$ cat src/rtl/plb_pkg.sv
/*
  Shared constants and state types for both ends of the parallel burst
  link. Assumes a 100 MHz system clock at each end and a 32-bit bus.
*/
package plb_pkg;
  localparam int         DATA_W         = 32;
  localparam int         SYS_PERIOD_NS  = 10;
  localparam int         LINK_PERIOD_NS = 40;
  localparam int         LINK_DIV       = LINK_PERIOD_NS / SYS_PERIOD_NS;
  localparam logic [1:0] PHASE_LAST     = 2'(LINK_DIV - 1);
  localparam logic [1:0] PHASE_HIGH     = 2'(LINK_DIV / 2);
  localparam int         BURST_WORDS    = 256;
  localparam logic [7:0] BURST_LAST     = 8'(BURST_WORDS - 1);
  localparam logic [8:0] BURST_COUNT    = 9'(BURST_WORDS);
  localparam logic [1:0] GAP_MIN_PER    = 2'h2;
  localparam logic [1:0] PKT_LOW_MIN    = 2'h2;
  localparam logic [1:0] CNT2_SAT       = 2'h3;
  localparam logic [5:0] GRANT_MAX      = 6'h3f;
  localparam logic [2:0] DEB_LAST       = 3'h7;
  localparam logic [3:0] HOLD_MIN_PER   = 4'h4;
  localparam logic [3:0] REJECT_PER     = 4'h8;
  localparam logic [3:0] HOLD_SAT       = 4'hf;
  localparam logic [5:0] BUF_NUM        = 6'h04;
  localparam logic [5:0] CREDIT_MAX     = 6'h3f;

  typedef enum logic [2:0] {
    PLB_S_IDLE  = 3'h0,
    PLB_S_CALL  = 3'h1,
    PLB_S_OPEN  = 3'h2,
    PLB_S_BURST = 3'h3,
    PLB_S_CHECK = 3'h4
  } plb_src_state_e;

  typedef enum logic [1:0] {
    PLB_D_IDLE   = 2'h0,
    PLB_D_OPEN   = 2'h1,
    PLB_D_REJECT = 2'h2
  } plb_dst_state_e;
endpackage

$ cat src/rtl/plb_link_if.sv
/*
  Wires of the parallel burst link between sending and receiving ends.
  Assumes the bench joins two ends and supplies no clock of its own.
*/
`timescale 1ns/10ps
`default_nettype none
interface plb_link_if;
  logic                        link_clk;
  logic [plb_pkg::DATA_W-1:0]  data;
  logic                        request;
  logic                        packet;
  logic                        burst;
  logic                        cable_src;
  logic                        connect;
  logic                        ready;
  logic                        cable_dst;

  modport src (
    output link_clk, data, request, packet, burst, cable_src,
    input  connect, ready, cable_dst
  );
  modport dst (
    input  link_clk, data, request, packet, burst, cable_src,
    output connect, ready, cable_dst
  );
endinterface
`default_nettype wire

$ cat src/rtl/plb_source.sv
/*
  Sending end of the parallel burst link: makes the link clock, opens
  connections, frames packets and bursts, and tracks grants.
  Assumes the receiving end sits on the far side of plb_link_if and that
  the user presents burst words as they are taken.
*/
`timescale 1ns/10ps
`default_nettype none
module plb_source (
  input  wire logic                       i_clock,
  input  wire logic                       i_arst_n,
  plb_link_if.src                         link,
  input  wire logic                       i_call,
  input  wire logic [plb_pkg::DATA_W-1:0] i_ifield,
  input  wire logic                       i_packet,
  input  wire logic                       i_burst_req,
  input  wire logic [plb_pkg::DATA_W-1:0] i_word,
  output logic                            o_open,
  output logic                            o_word_take,
  output logic                            o_burst_busy,
  output logic [5:0]                      o_grants
);
  plb_pkg::plb_src_state_e     state_reg, state_next;
  logic [1:0]                  phase_reg, phase_next;
  logic                        clk_reg, clk_next;
  logic [plb_pkg::DATA_W-1:0]  data_reg, data_next;
  logic [plb_pkg::DATA_W-1:0]  lrc_reg, lrc_next;
  logic                        req_reg, req_next;
  logic                        pkt_reg, pkt_next;
  logic                        burst_reg, burst_next;
  logic                        take_reg, take_next;
  logic                        open_reg, open_next;
  logic [7:0]                  cnt_reg, cnt_next;
  logic [5:0]                  grant_reg, grant_next;
  logic [1:0]                  gap_reg, gap_next;
  logic [1:0]                  plow_reg, plow_next;
  logic [2:0]                  sync1_reg, sync1_next;
  logic [2:0]                  sync2_reg, sync2_next;
  logic [1:0]                  filt_reg, filt_next;
  logic [1:0][2:0]             deb_reg, deb_next;
  logic                        tick;
  logic                        conn_ok;
  logic                        cable_ok;
  logic                        g_inc;
  logic                        g_dec;
  logic                        linked;

  // Link-side outputs come straight from registers, except cable_src, which is tied high
  assign link.link_clk  = clk_reg;
  assign link.data      = data_reg;
  assign link.request   = req_reg;
  assign link.packet    = pkt_reg;
  assign link.burst     = burst_reg;
  assign link.cable_src = 1'b1;
  assign o_open         = open_reg;
  assign o_word_take    = take_reg;
  assign o_burst_busy   = burst_reg;
  assign o_grants       = grant_reg;

  // Next-state logic for the whole sending end
  always_comb begin
    // Two-stage synchronisers for accept, grant and cable lines
    sync1_next = {link.cable_dst, link.ready, link.connect};
    sync2_next = sync1_reg;
    // Accept and grant carry no clock, so a change must persist
    // eight system cycles before it counts; this trades latency
    // for immunity to cable noise
    filt_next = filt_reg;
    deb_next  = deb_reg;
    for (int i = 0; i < 2; i++) begin
      if (sync2_reg[i] != filt_reg[i]) begin
        deb_next[i] = deb_reg[i] + 3'h1;
        if (deb_reg[i] == plb_pkg::DEB_LAST) begin
          filt_next[i] = sync2_reg[i];
          deb_next[i]  = 3'h0;
        end
      end else begin
        deb_next[i] = 3'h0;
      end
    end
    conn_ok  = filt_reg[0];
    cable_ok = sync2_reg[2];

    // Free-running divider: the link clock never pauses
    if (phase_reg == plb_pkg::PHASE_LAST) begin
      phase_next = 2'h0;
    end else begin
      phase_next = phase_reg + 2'h1;
    end
    clk_next = (phase_next < plb_pkg::PHASE_HIGH);
    // Line updates land on the same edge that raises the link clock
    tick = (phase_reg == plb_pkg::PHASE_LAST);

    state_next = state_reg;
    data_next  = data_reg;
    lrc_next   = lrc_reg;
    req_next   = req_reg;
    pkt_next   = pkt_reg;
    burst_next = burst_reg;
    take_next  = 1'b0;
    open_next  = open_reg;
    cnt_next   = cnt_reg;
    gap_next   = gap_reg;
    plow_next  = plow_reg;
    g_dec      = 1'b0;
    linked     = (state_reg != plb_pkg::PLB_S_IDLE) &&
                 (state_reg != plb_pkg::PLB_S_CALL);
    g_inc      = linked && filt_next[1] && !filt_reg[1];

    if (!cable_ok) begin
      // Far end unpowered or unplugged: drop everything at once
      state_next = plb_pkg::PLB_S_IDLE;
      req_next   = 1'b0;
      pkt_next   = 1'b0;
      burst_next = 1'b0;
      open_next  = 1'b0;
      g_inc      = 1'b0;
    end else if (tick) begin
      unique case (state_reg)
        plb_pkg::PLB_S_IDLE: begin
          // A new call waits until the old accept has been seen low
          if (i_call && !conn_ok) begin
            data_next  = i_ifield;
            req_next   = 1'b1;
            state_next = plb_pkg::PLB_S_CALL;
          end
        end
        plb_pkg::PLB_S_CALL: begin
          // Information word stays put while waiting for accept
          if (!i_call) begin
            req_next   = 1'b0;
            state_next = plb_pkg::PLB_S_IDLE;
          end else if (conn_ok) begin
            open_next  = 1'b1;
            gap_next   = plb_pkg::CNT2_SAT;
            plow_next  = plb_pkg::CNT2_SAT;
            state_next = plb_pkg::PLB_S_OPEN;
          end
        end
        plb_pkg::PLB_S_OPEN: begin
          if (gap_reg != plb_pkg::CNT2_SAT) begin
            gap_next = gap_reg + 2'h1;
          end
          if (!pkt_reg && plow_reg != plb_pkg::CNT2_SAT) begin
            plow_next = plow_reg + 2'h1;
          end
          if (!conn_ok) begin
            // Receiver broke the connection: release all lines
            req_next   = 1'b0;
            pkt_next   = 1'b0;
            open_next  = 1'b0;
            state_next = plb_pkg::PLB_S_IDLE;
          end else if (!i_call && !pkt_reg) begin
            req_next   = 1'b0;
            open_next  = 1'b0;
            state_next = plb_pkg::PLB_S_IDLE;
          end else if (pkt_reg && !i_packet) begin
            pkt_next  = 1'b0;
            plow_next = 2'h0;
          end else if (!pkt_reg && i_packet &&
                       plow_reg >= plb_pkg::PKT_LOW_MIN - 2'h1) begin
            // Raised on accept alone; grants play no part
            pkt_next = 1'b1;
          end else if (pkt_reg && i_burst_req &&
                       grant_reg != 6'h00 &&
                       gap_reg >= plb_pkg::GAP_MIN_PER - 2'h1) begin
            data_next  = i_word;
            lrc_next   = i_word;
            burst_next = 1'b1;
            take_next  = 1'b1;
            cnt_next   = 8'h00;
            g_dec      = 1'b1;
            state_next = plb_pkg::PLB_S_BURST;
          end
        end
        plb_pkg::PLB_S_BURST: begin
          // Word 256 went out on the previous tick, so close the burst
          if (cnt_reg == plb_pkg::BURST_LAST) begin
            burst_next = 1'b0;
            data_next  = lrc_reg;
            state_next = plb_pkg::PLB_S_CHECK;
          end else begin
            // Words follow every period with no holes
            data_next = i_word;
            lrc_next  = lrc_reg ^ i_word;
            take_next = 1'b1;
            cnt_next  = cnt_reg + 8'h01;
          end
        end
        plb_pkg::PLB_S_CHECK: begin
          data_next  = '0;
          gap_next   = 2'h0;
          state_next = plb_pkg::PLB_S_OPEN;
        end
        default: begin
          state_next = plb_pkg::PLB_S_IDLE;
        end
      endcase
    end

    // Grant count: cleared on each call, saturates at 63
    if (state_reg == plb_pkg::PLB_S_IDLE) begin
      grant_next = 6'h00;
    end else begin
      unique case ({g_inc, g_dec})
        2'b10: begin
          grant_next = (grant_reg == plb_pkg::GRANT_MAX) ?
                       grant_reg : grant_reg + 6'h01;
        end
        2'b01: begin
          grant_next = grant_reg - 6'h01;
        end
        default: begin
          grant_next = grant_reg;
        end
      endcase
    end
  end

  // State registers
  always_ff @(posedge i_clock or negedge i_arst_n) begin
    if (!i_arst_n) begin
      state_reg <= plb_pkg::PLB_S_IDLE;
      phase_reg <= 2'h0;
      clk_reg   <= 1'b1;
      data_reg  <= '0;
      lrc_reg   <= '0;
      req_reg   <= 1'b0;
      pkt_reg   <= 1'b0;
      burst_reg <= 1'b0;
      take_reg  <= 1'b0;
      open_reg  <= 1'b0;
      cnt_reg   <= 8'h00;
      grant_reg <= 6'h00;
      gap_reg   <= plb_pkg::CNT2_SAT;
      plow_reg  <= plb_pkg::CNT2_SAT;
      sync1_reg <= 3'h0;
      sync2_reg <= 3'h0;
      filt_reg  <= 2'h0;
      deb_reg   <= '0;
    end else begin
      state_reg <= state_next;
      phase_reg <= phase_next;
      clk_reg   <= clk_next;
      data_reg  <= data_next;
      lrc_reg   <= lrc_next;
      req_reg   <= req_next;
      pkt_reg   <= pkt_next;
      burst_reg <= burst_next;
      take_reg  <= take_next;
      open_reg  <= open_next;
      cnt_reg   <= cnt_next;
      grant_reg <= grant_next;
      gap_reg   <= gap_next;
      plow_reg  <= plow_next;
      sync1_reg <= sync1_next;
      sync2_reg <= sync2_next;
      filt_reg  <= filt_next;
      deb_reg   <= deb_next;
    end
  end
endmodule
`default_nettype wire

$ cat src/flat_wrapper.sv
// flat-port wrapper written by rule: the top's interface ports become plain ports
module plb_source_flat 
  (i_clock, i_arst_n, i_call, i_ifield, i_packet, i_burst_req, i_word, o_open, o_word_take, o_burst_busy, o_grants, link_link_clk, link_data, link_request, link_packet, link_burst, link_cable_src, link_connect, link_ready, link_cable_dst);
  plb_link_if link_i ();
  input  wire logic i_clock;
  input  wire logic i_arst_n;
  input  wire logic i_call;
  input  wire logic [plb_pkg::DATA_W-1:0] i_ifield;
  input  wire logic i_packet;
  input  wire logic i_burst_req;
  input  wire logic [plb_pkg::DATA_W-1:0] i_word;
  output logic o_open;
  output logic o_word_take;
  output logic o_burst_busy;
  output logic [5:0] o_grants;
  output wire logic [$bits(link_i.link_clk)-1:0] link_link_clk;
  output wire logic [$bits(link_i.data)-1:0] link_data;
  output wire logic [$bits(link_i.request)-1:0] link_request;
  output wire logic [$bits(link_i.packet)-1:0] link_packet;
  output wire logic [$bits(link_i.burst)-1:0] link_burst;
  output wire logic [$bits(link_i.cable_src)-1:0] link_cable_src;
  input wire logic [$bits(link_i.connect)-1:0] link_connect;
  input wire logic [$bits(link_i.ready)-1:0] link_ready;
  input wire logic [$bits(link_i.cable_dst)-1:0] link_cable_dst;
  assign link_link_clk = link_i.link_clk;
  assign link_data = link_i.data;
  assign link_request = link_i.request;
  assign link_packet = link_i.packet;
  assign link_burst = link_i.burst;
  assign link_cable_src = link_i.cable_src;
  assign link_i.connect = link_connect;
  assign link_i.ready = link_ready;
  assign link_i.cable_dst = link_cable_dst;
  plb_source u_core (.i_clock(i_clock), .i_arst_n(i_arst_n), .link(link_i), .i_call(i_call), .i_ifield(i_ifield), .i_packet(i_packet), .i_burst_req(i_burst_req), .i_word(i_word), .o_open(o_open), .o_word_take(o_word_take), .o_burst_busy(o_burst_busy), .o_grants(o_grants));
endmodule
$ cat config.mk
export PLATFORM = sky130hd
export DESIGN_NAME = plb_source_flat
export DESIGN_NICKNAME = d
export VERILOG_FILES = /design/src/rtl/plb_pkg.sv /design/src/rtl/plb_link_if.sv /design/src/rtl/plb_source.sv /design/src/flat_wrapper.sv
export SDC_FILE = /design/constraint.sdc
export NUM_CORES = 1
export LEC_CHECK = 0
export BUFFER_PORTS_ARGS = -buffer_cell sky130_fd_sc_hd__buf_2
export CAP_MARGIN = 5
export CORE_ASPECT_RATIO = 0.9
export CORE_UTILIZATION = 30
export DETAILED_ROUTE_END_ITERATION = 7
export SLEW_MARGIN = 40
export SYNTH_ARGS = -nofsm -noshare
export SYNTH_HDL_FRONTEND = slang
export SYNTH_SLANG_ARGS = --single-unit
export TNS_END_PERCENT = 1
$ cat constraint.sdc
create_clock -name i_clock -period 8.52 [get_ports i_clock]
set_input_delay 0.852 -clock i_clock [delete_from_list [all_inputs] [get_ports i_clock]]
set_output_delay 0.852 -clock i_clock [all_outputs]
set_load 0.01 [all_outputs]
Word level (Yosys, flattened, before mapping)
Index checks and enable logic that the tools add are counted.

word-level totals
  register bits = 107
  word-level logic and storage cells = 206
  output and inout port bits = 46
  bits of input ports = 72

cells by class
  equal/unequal tests = 49
  mux-type cells = 89
  $add $sub $neg = 8
  reduce and logical (&&, ||, !) cells = 36
  order comparisons = 3
  bitwise operators = 1

operators with widths
  cell                 number
  $mux 32              8
  $pmux 32 s4          1
  $pmux 32 s2          1
  $mux 8               6
  $mux 3               15
  $mux 1               39
  $ne 3x3->1 const B   13
  $xor 32x32->32       1
  $ne 2x2->1 const B   9
  $reduce_and 9->1     2
  $mux 2               8
  $ne 4x4->1 const B   4
  $pmux 8 s2           1
  $ne 5x5->1 const B   3
  $pmux 3 s5           1
  $reduce_and 5->1     3
  $logic_and 1x1->1    12
  $mux 6               2
  $pmux 6 s2           1
  $ne 2x1->1 const B   5
  $eq 3x3->1 const B   3
  $reduce_bool 3->1    3
  $add 8x1->8 const B  1
  $eq 8x8->1 const B   1
  other kinds (28)     43

Logic depth before layout (Yosys ltp)
  word-level depth = 14
  depth in mapped cells = 14
  gate-level depth less buffers = 13

Worst setup path before layout
Ideal clock, no wire load.

  kind = input port to flip-flop
  start point = input port i_burst_req
  end point = register u_core.grant_reg[5], in the netlist u_core.o_grants[5]
  required time = 8.395 ns
  path buffers = 1
  slack = 5.108 ns
  setup time = 0.125 ns
  data arrival time = 3.288 ns
  cell stages on the path = 12
  cells stage by stage = nand4b_1 a31oi_2 nand3_1 buf_2 inv_1 ha_1 ha_1 a211oi_1 o21bai_1 a21oi_1 mux2i_1 mux2_2

between the ends
  word-level cells in the longest chain between the ends = 14
  elaborated cells on any way between the ends = 18
  classes of those cells = eq/ne: 3; mux: 10; reduce/logical: 5

ends and longest elaborated chain
  element                                     RTL line            RTL
  start, declared                             flat_wrapper.sv:10  input wire logic i_burst_req;
  $logic_and 1x1->1 (*) (2 in series)         plb_source.sv:164   end else if (pkt_reg && i_burst_req &&
  $logic_and 1x1->1 (*)                       plb_source.sv:165   grant_reg != 6'h00 &&
  $mux 1 (*)                                  plb_source.sv:164
  $mux 1 (*)                                  plb_source.sv:160   end else if (!pkt_reg && i_packet &&
  $mux 1 (*)                                  plb_source.sv:157   end else if (pkt_reg && !i_packet) begin
  $mux 1 (*)                                  plb_source.sv:153   end else if (!i_call && !pkt_reg) begin
  $mux 1 (*)                                  plb_source.sv:147   if (!conn_ok) begin
  $mux 1 (*)                                  plb_source.sv:119   unique case (state_reg)
  $mux 1 (*)                                  plb_source.sv:118   end else if (tick) begin
  $mux 1 (*)                                  plb_source.sv:110   if (!cable_ok) begin
  $eq 2x1->1 or $eq 2x2->1 (tied branches)    plb_source.sv:205   unique case ({g_inc, g_dec})
  $pmux 6 s2 (tied with other cells)          plb_source.sv:205
  $mux 6 or $reduce_and 2->1 (tied branches)  -
  end signal, assigned                        plb_source.sv:253   grant_reg <= grant_next;
  end, declared                               plb_source.sv:34    logic [5:0] grant_reg, grant_next;

Every way passes the cells marked *; elsewhere a longest branch is shown, timed or not.
A chain may end at the register's enable or synchronous reset.

Final worst setup path
  start point = register u_core.gap_reg[0]
  end point = register u_core.grant_reg[5], in the netlist u_core.o_grants[5]

between the ends
  word-level cells in the longest chain between the ends = 13
  elaborated cells on any way between the ends = 17
  classes of those cells = order compare: 1; eq/ne: 3; mux: 10; reduce/logical: 3

ends and longest elaborated chain
  element                                     RTL line           RTL
  start, declared                             plb_source.sv:35   logic [1:0] gap_reg, gap_next;
  start signal, assigned                      plb_source.sv:235  gap_reg <= plb_pkg::CNT2_SAT;
  start signal, assigned                      plb_source.sv:254  gap_reg <= gap_next;
  $ge 2x1->1 (*)                              plb_source.sv:166  gap_reg >= plb_pkg::GAP_MIN_PER - 2'h1) begin
  $logic_and 1x1->1 (*)                       plb_source.sv:165
  $mux 1 (*)                                  plb_source.sv:164
  $mux 1 (*)                                  plb_source.sv:160
  $mux 1 (*)                                  plb_source.sv:157
  $mux 1 (*)                                  plb_source.sv:153
  $mux 1 (*)                                  plb_source.sv:147
  $mux 1 (*)                                  plb_source.sv:119
  $mux 1 (*)                                  plb_source.sv:118
  $mux 1 (*)                                  plb_source.sv:110
  $eq 2x1->1 or $eq 2x2->1 (tied branches)    plb_source.sv:205
  $pmux 6 s2 (tied with other cells)          plb_source.sv:205
  $mux 6 or $reduce_and 2->1 (tied branches)  -

Marked as above.

==> results by group <==
Outcome
  – Status: complete, no violations

Critical path
  – WP data arrival: 3.96 ns
  – Crit path from: u_core.gap_reg[0]
  – CP top delay family: compound AO/OA/AOI/OAI gates
  – Crit-path max cell delay: 0.55 ns
  – CP Cell Sequence: inv_1, ha_1, nand4b_1, a31oi_2, nand3_1, buf_4, inv_1, ha_1, ha_1, a211oi_1, o21bai_1, a21oi_1, mux2i_1, mux2_2
  – Crit end category: flop
  – Startpoint types: flop
  – R2r startpoint: u_core.gap_reg[0]
  – WP buf/inv: 3
  – Kind of critical path: flop to flop
  – Worst path slowest cell: dfstp_2
  – Worst Path Required: 8.77 ns
  – Most used cell, CP: ha_1
  – Crit Path Max Fanout: 35

Synth
  – Post-Syn Area per Cell: 9.38 sq um
  – Synthesized net count: 773
  – Asr flop ratio synth: 1.00
  – Cells after Synth: 684
  – Top cell type's share of synthesized area: 0.398
  – Ys Warns: 0
  – Unique cell type count in the Yosys netlist: 59
  – Cell taking the most area after synthesis: dfrtp_1
  – Area contributors post-synth: dfrtp_1 (40%), o31ai_1 (5.4%), a211oi_1 (4.1%)
  – Sequential fraction of the synthesis area: 0.418
  – Post-synth EDFFs: 0
  – Yosys reg bits: 107
  – Commonest register cell after synthesis: dfrtp_1
  – Post-Syn Area: 6420 sq um

Timing
  – Slew Viols, Final: 0
  – Final number of setup-violating endpoints: 0
  – Hold WS: 0.352 ns
  – RSZ-0062 raised after global routing: no
  – Setup ws final: 4.81 ns
  – Max_slew headroom: 0.481
  – Setup Skew: 0.0101 ns
  – Peak Freq: 270 MHz
  – Crit share post-route: 0.435
  – Final TNS setup: 0 ns
  – Minimum clock period: 3.71 ns
  – Final Hold Viols: 0
  – Slew @ Worst Pin: 0.779 ns

Finish
  – Ant diodes: 0
  – FILL cells: 2175
  – Fraction of layout cells with a size suffix above 1: 0.242
  – Area grow syn2layout: 16.4%
  – Commonest non-fill, non-tap cell in the layout: buf_2
  – Fin nets: 849
  – Most frequent cells in the layout: buf_2 (115), dfrtp_1 (101), inv_1 (47)

Pwr
  – Max IR drop VDD: 105 uV
  – Leakage: 3.33 nW
  – Power Total: 1.31 mW
  – PwrDens: 176 nW/um^2

CTS
  – CTS tree: yes
  – Clock Tree Buf Depth: 2
  – CTS root buf: clkbuf_16
  – Clock latency on the worst-skew pair: 0.35 ns
  – Reg clk slew, reported paths: 0.08 ns
  – Post-cts resize count: 0
  – Post CTS Setup Buffer Count: 0
  – Htree depth: 3
  – Num CTS Buffers: 9
  – Clk sinks: 107
  – Hold-fix buffers, CTS: 0

Route
  – WL final: 17.1 mm
  – First DRT Iteration DRCs: 265
  – WL per Instance: 16.3 um
  – Routed Antenna Nets: 0
  – # DRC: 0
  – Vias: 5473
  – Drt pass-1 iters: 4
  – Via/cell ratio: 5.21

Floorplan
  – Die area: 22000 sq um
  – I/O Pins: 118
  – # rows: 50
  – Core Box Area: 20900 sq um
  – Die width: 156 um
  – Starting Density: 0.307
  – Die Y: 141 um

Global route
  – Largest net degree at the start of global routing: 86
  – GRT Overall Usage: 0.160
  – Antenna violations before repair: 0
  – GRT overflow: 0
  – Number of global-route vias before repair: 5303
  – First-pass GRT wire length: 27.8 mm

Placement
  – Number of buffers added on ports: 116
  – Setup WS pre-CTS: 4.61 ns
  – DP HPWL: 10.8 mm
  – GPL Wtd Cong: 0.826

Min path
  – Hold wc startpoint: u_core.sync1_reg[2]
  – Tightest Hold Check Type: flop to flop

Run
  – Max-Cap Viols: 0
## metrics by stage
stage	util	cells	area, sq um
2_1_floorplan	-	684	6420
3_3_place_gp	0.342	1033	7150
3_5_place_dp	0.343	1034	7170
4_1_cts	0.357	1050	7450
5_1_grt	0.358	1051	7470
6_report	0.358	1051	7470
## worst register-to-register path: stages (launching register included)
cell,delay [ns]
dfstp_2,0.55
inv_1,0.05
ha_1,0.19
nand4b_1,0.24
a31oi_2,0.35
nand3_1,0.13
buf_4,0.29
inv_1,0.11
ha_1,0.32
ha_1,0.30
a211oi_1,0.23
o21bai_1,0.10
a21oi_1,0.18
mux2i_1,0.21
mux2_2,0.34
## report_power, final
group | internal, mW | total [mW] | switching, mW | leakage (nW)
Sequential | 0.574 | 0.616 | 0.0415 | 1.36
Combinational | 0.123 | 0.286 | 0.164 | 1.83
Clock | 0.202 | 0.410 | 0.208 | 0.133
## final timing paths
path	to	slack, ns	depth (start not counted)
worst max-delay path	u_core.o_grants[5]	4.81	14
worst min-delay path	u_core.sync2_reg[2]	0.35	0
worst max register to register	u_core.o_grants[5]	4.81	14
worst min register to register	u_core.sync2_reg[2]	0.35	0
max in group asynchronous	u_core.gap_reg[0]	6.81	3
min in group asynchronous	u_core.link.data[3]	0.52	1
## synthesized netlist by cell type, drive strengths merged, types with 2 or more instances
master	number
dfrtp	102
o31ai	64
inv	47
a21oi	46
nand2	46
and3	38
nand4	36
a211oi	35
o21a	34
buf	33
o22ai	33
nor2	31
clkbuf	29
ha	16
o21ai	13
mux2i	8
a31oi	6
nand2b	6
and2	5
dfstp	5
xnor2	5
nor2b	4
nor3	4
nand3	3
nand4b	3
o32ai	3
a21o	2
a311oi	2
mux2	2
nor3b	2
o21bai	2
o221a	2
or3	2
xor2	2
## layout make-up
cell class,instances,area (sq um),area share
Multi-Input combinational cell,468,3280,0.439
Clock inverter,6,51.3,0.00686
Clock buffer,10,229,0.0306
Tap cell,286,358,0.0479
Inverter,47,176,0.0236
Timing Repair Buffer,127,694,0.0929
Sequential cell,107,2690,0.359
## logic make-up (layout without fill, tap and decap cells)
group                      after synthesis  in the layout  synth area share
buffers and inverters                  109            190            0.0764
muxes                                   10             10            0.0160
other                                    1              1          0.000584
xor gates and xnor gates                 7              7           0.00955
AOI/OAI and AO/OA                      249            249             0.291
and+or+nand+nor                        184            184             0.154
adders and majority gates               17             17            0.0343
DFF                                    107            107             0.418
## layer usage
layer  track usage  share of wire  vias to the layer above
li1              -              -                     2694
met1         0.217           0.50                     2641
met2         0.262           0.46                      128
met3        0.0338          0.039                       10
met4        0.0310         0.0068                        0
met5             0              0                        -
Note: power is estimated with default switching activity, not from simulation.
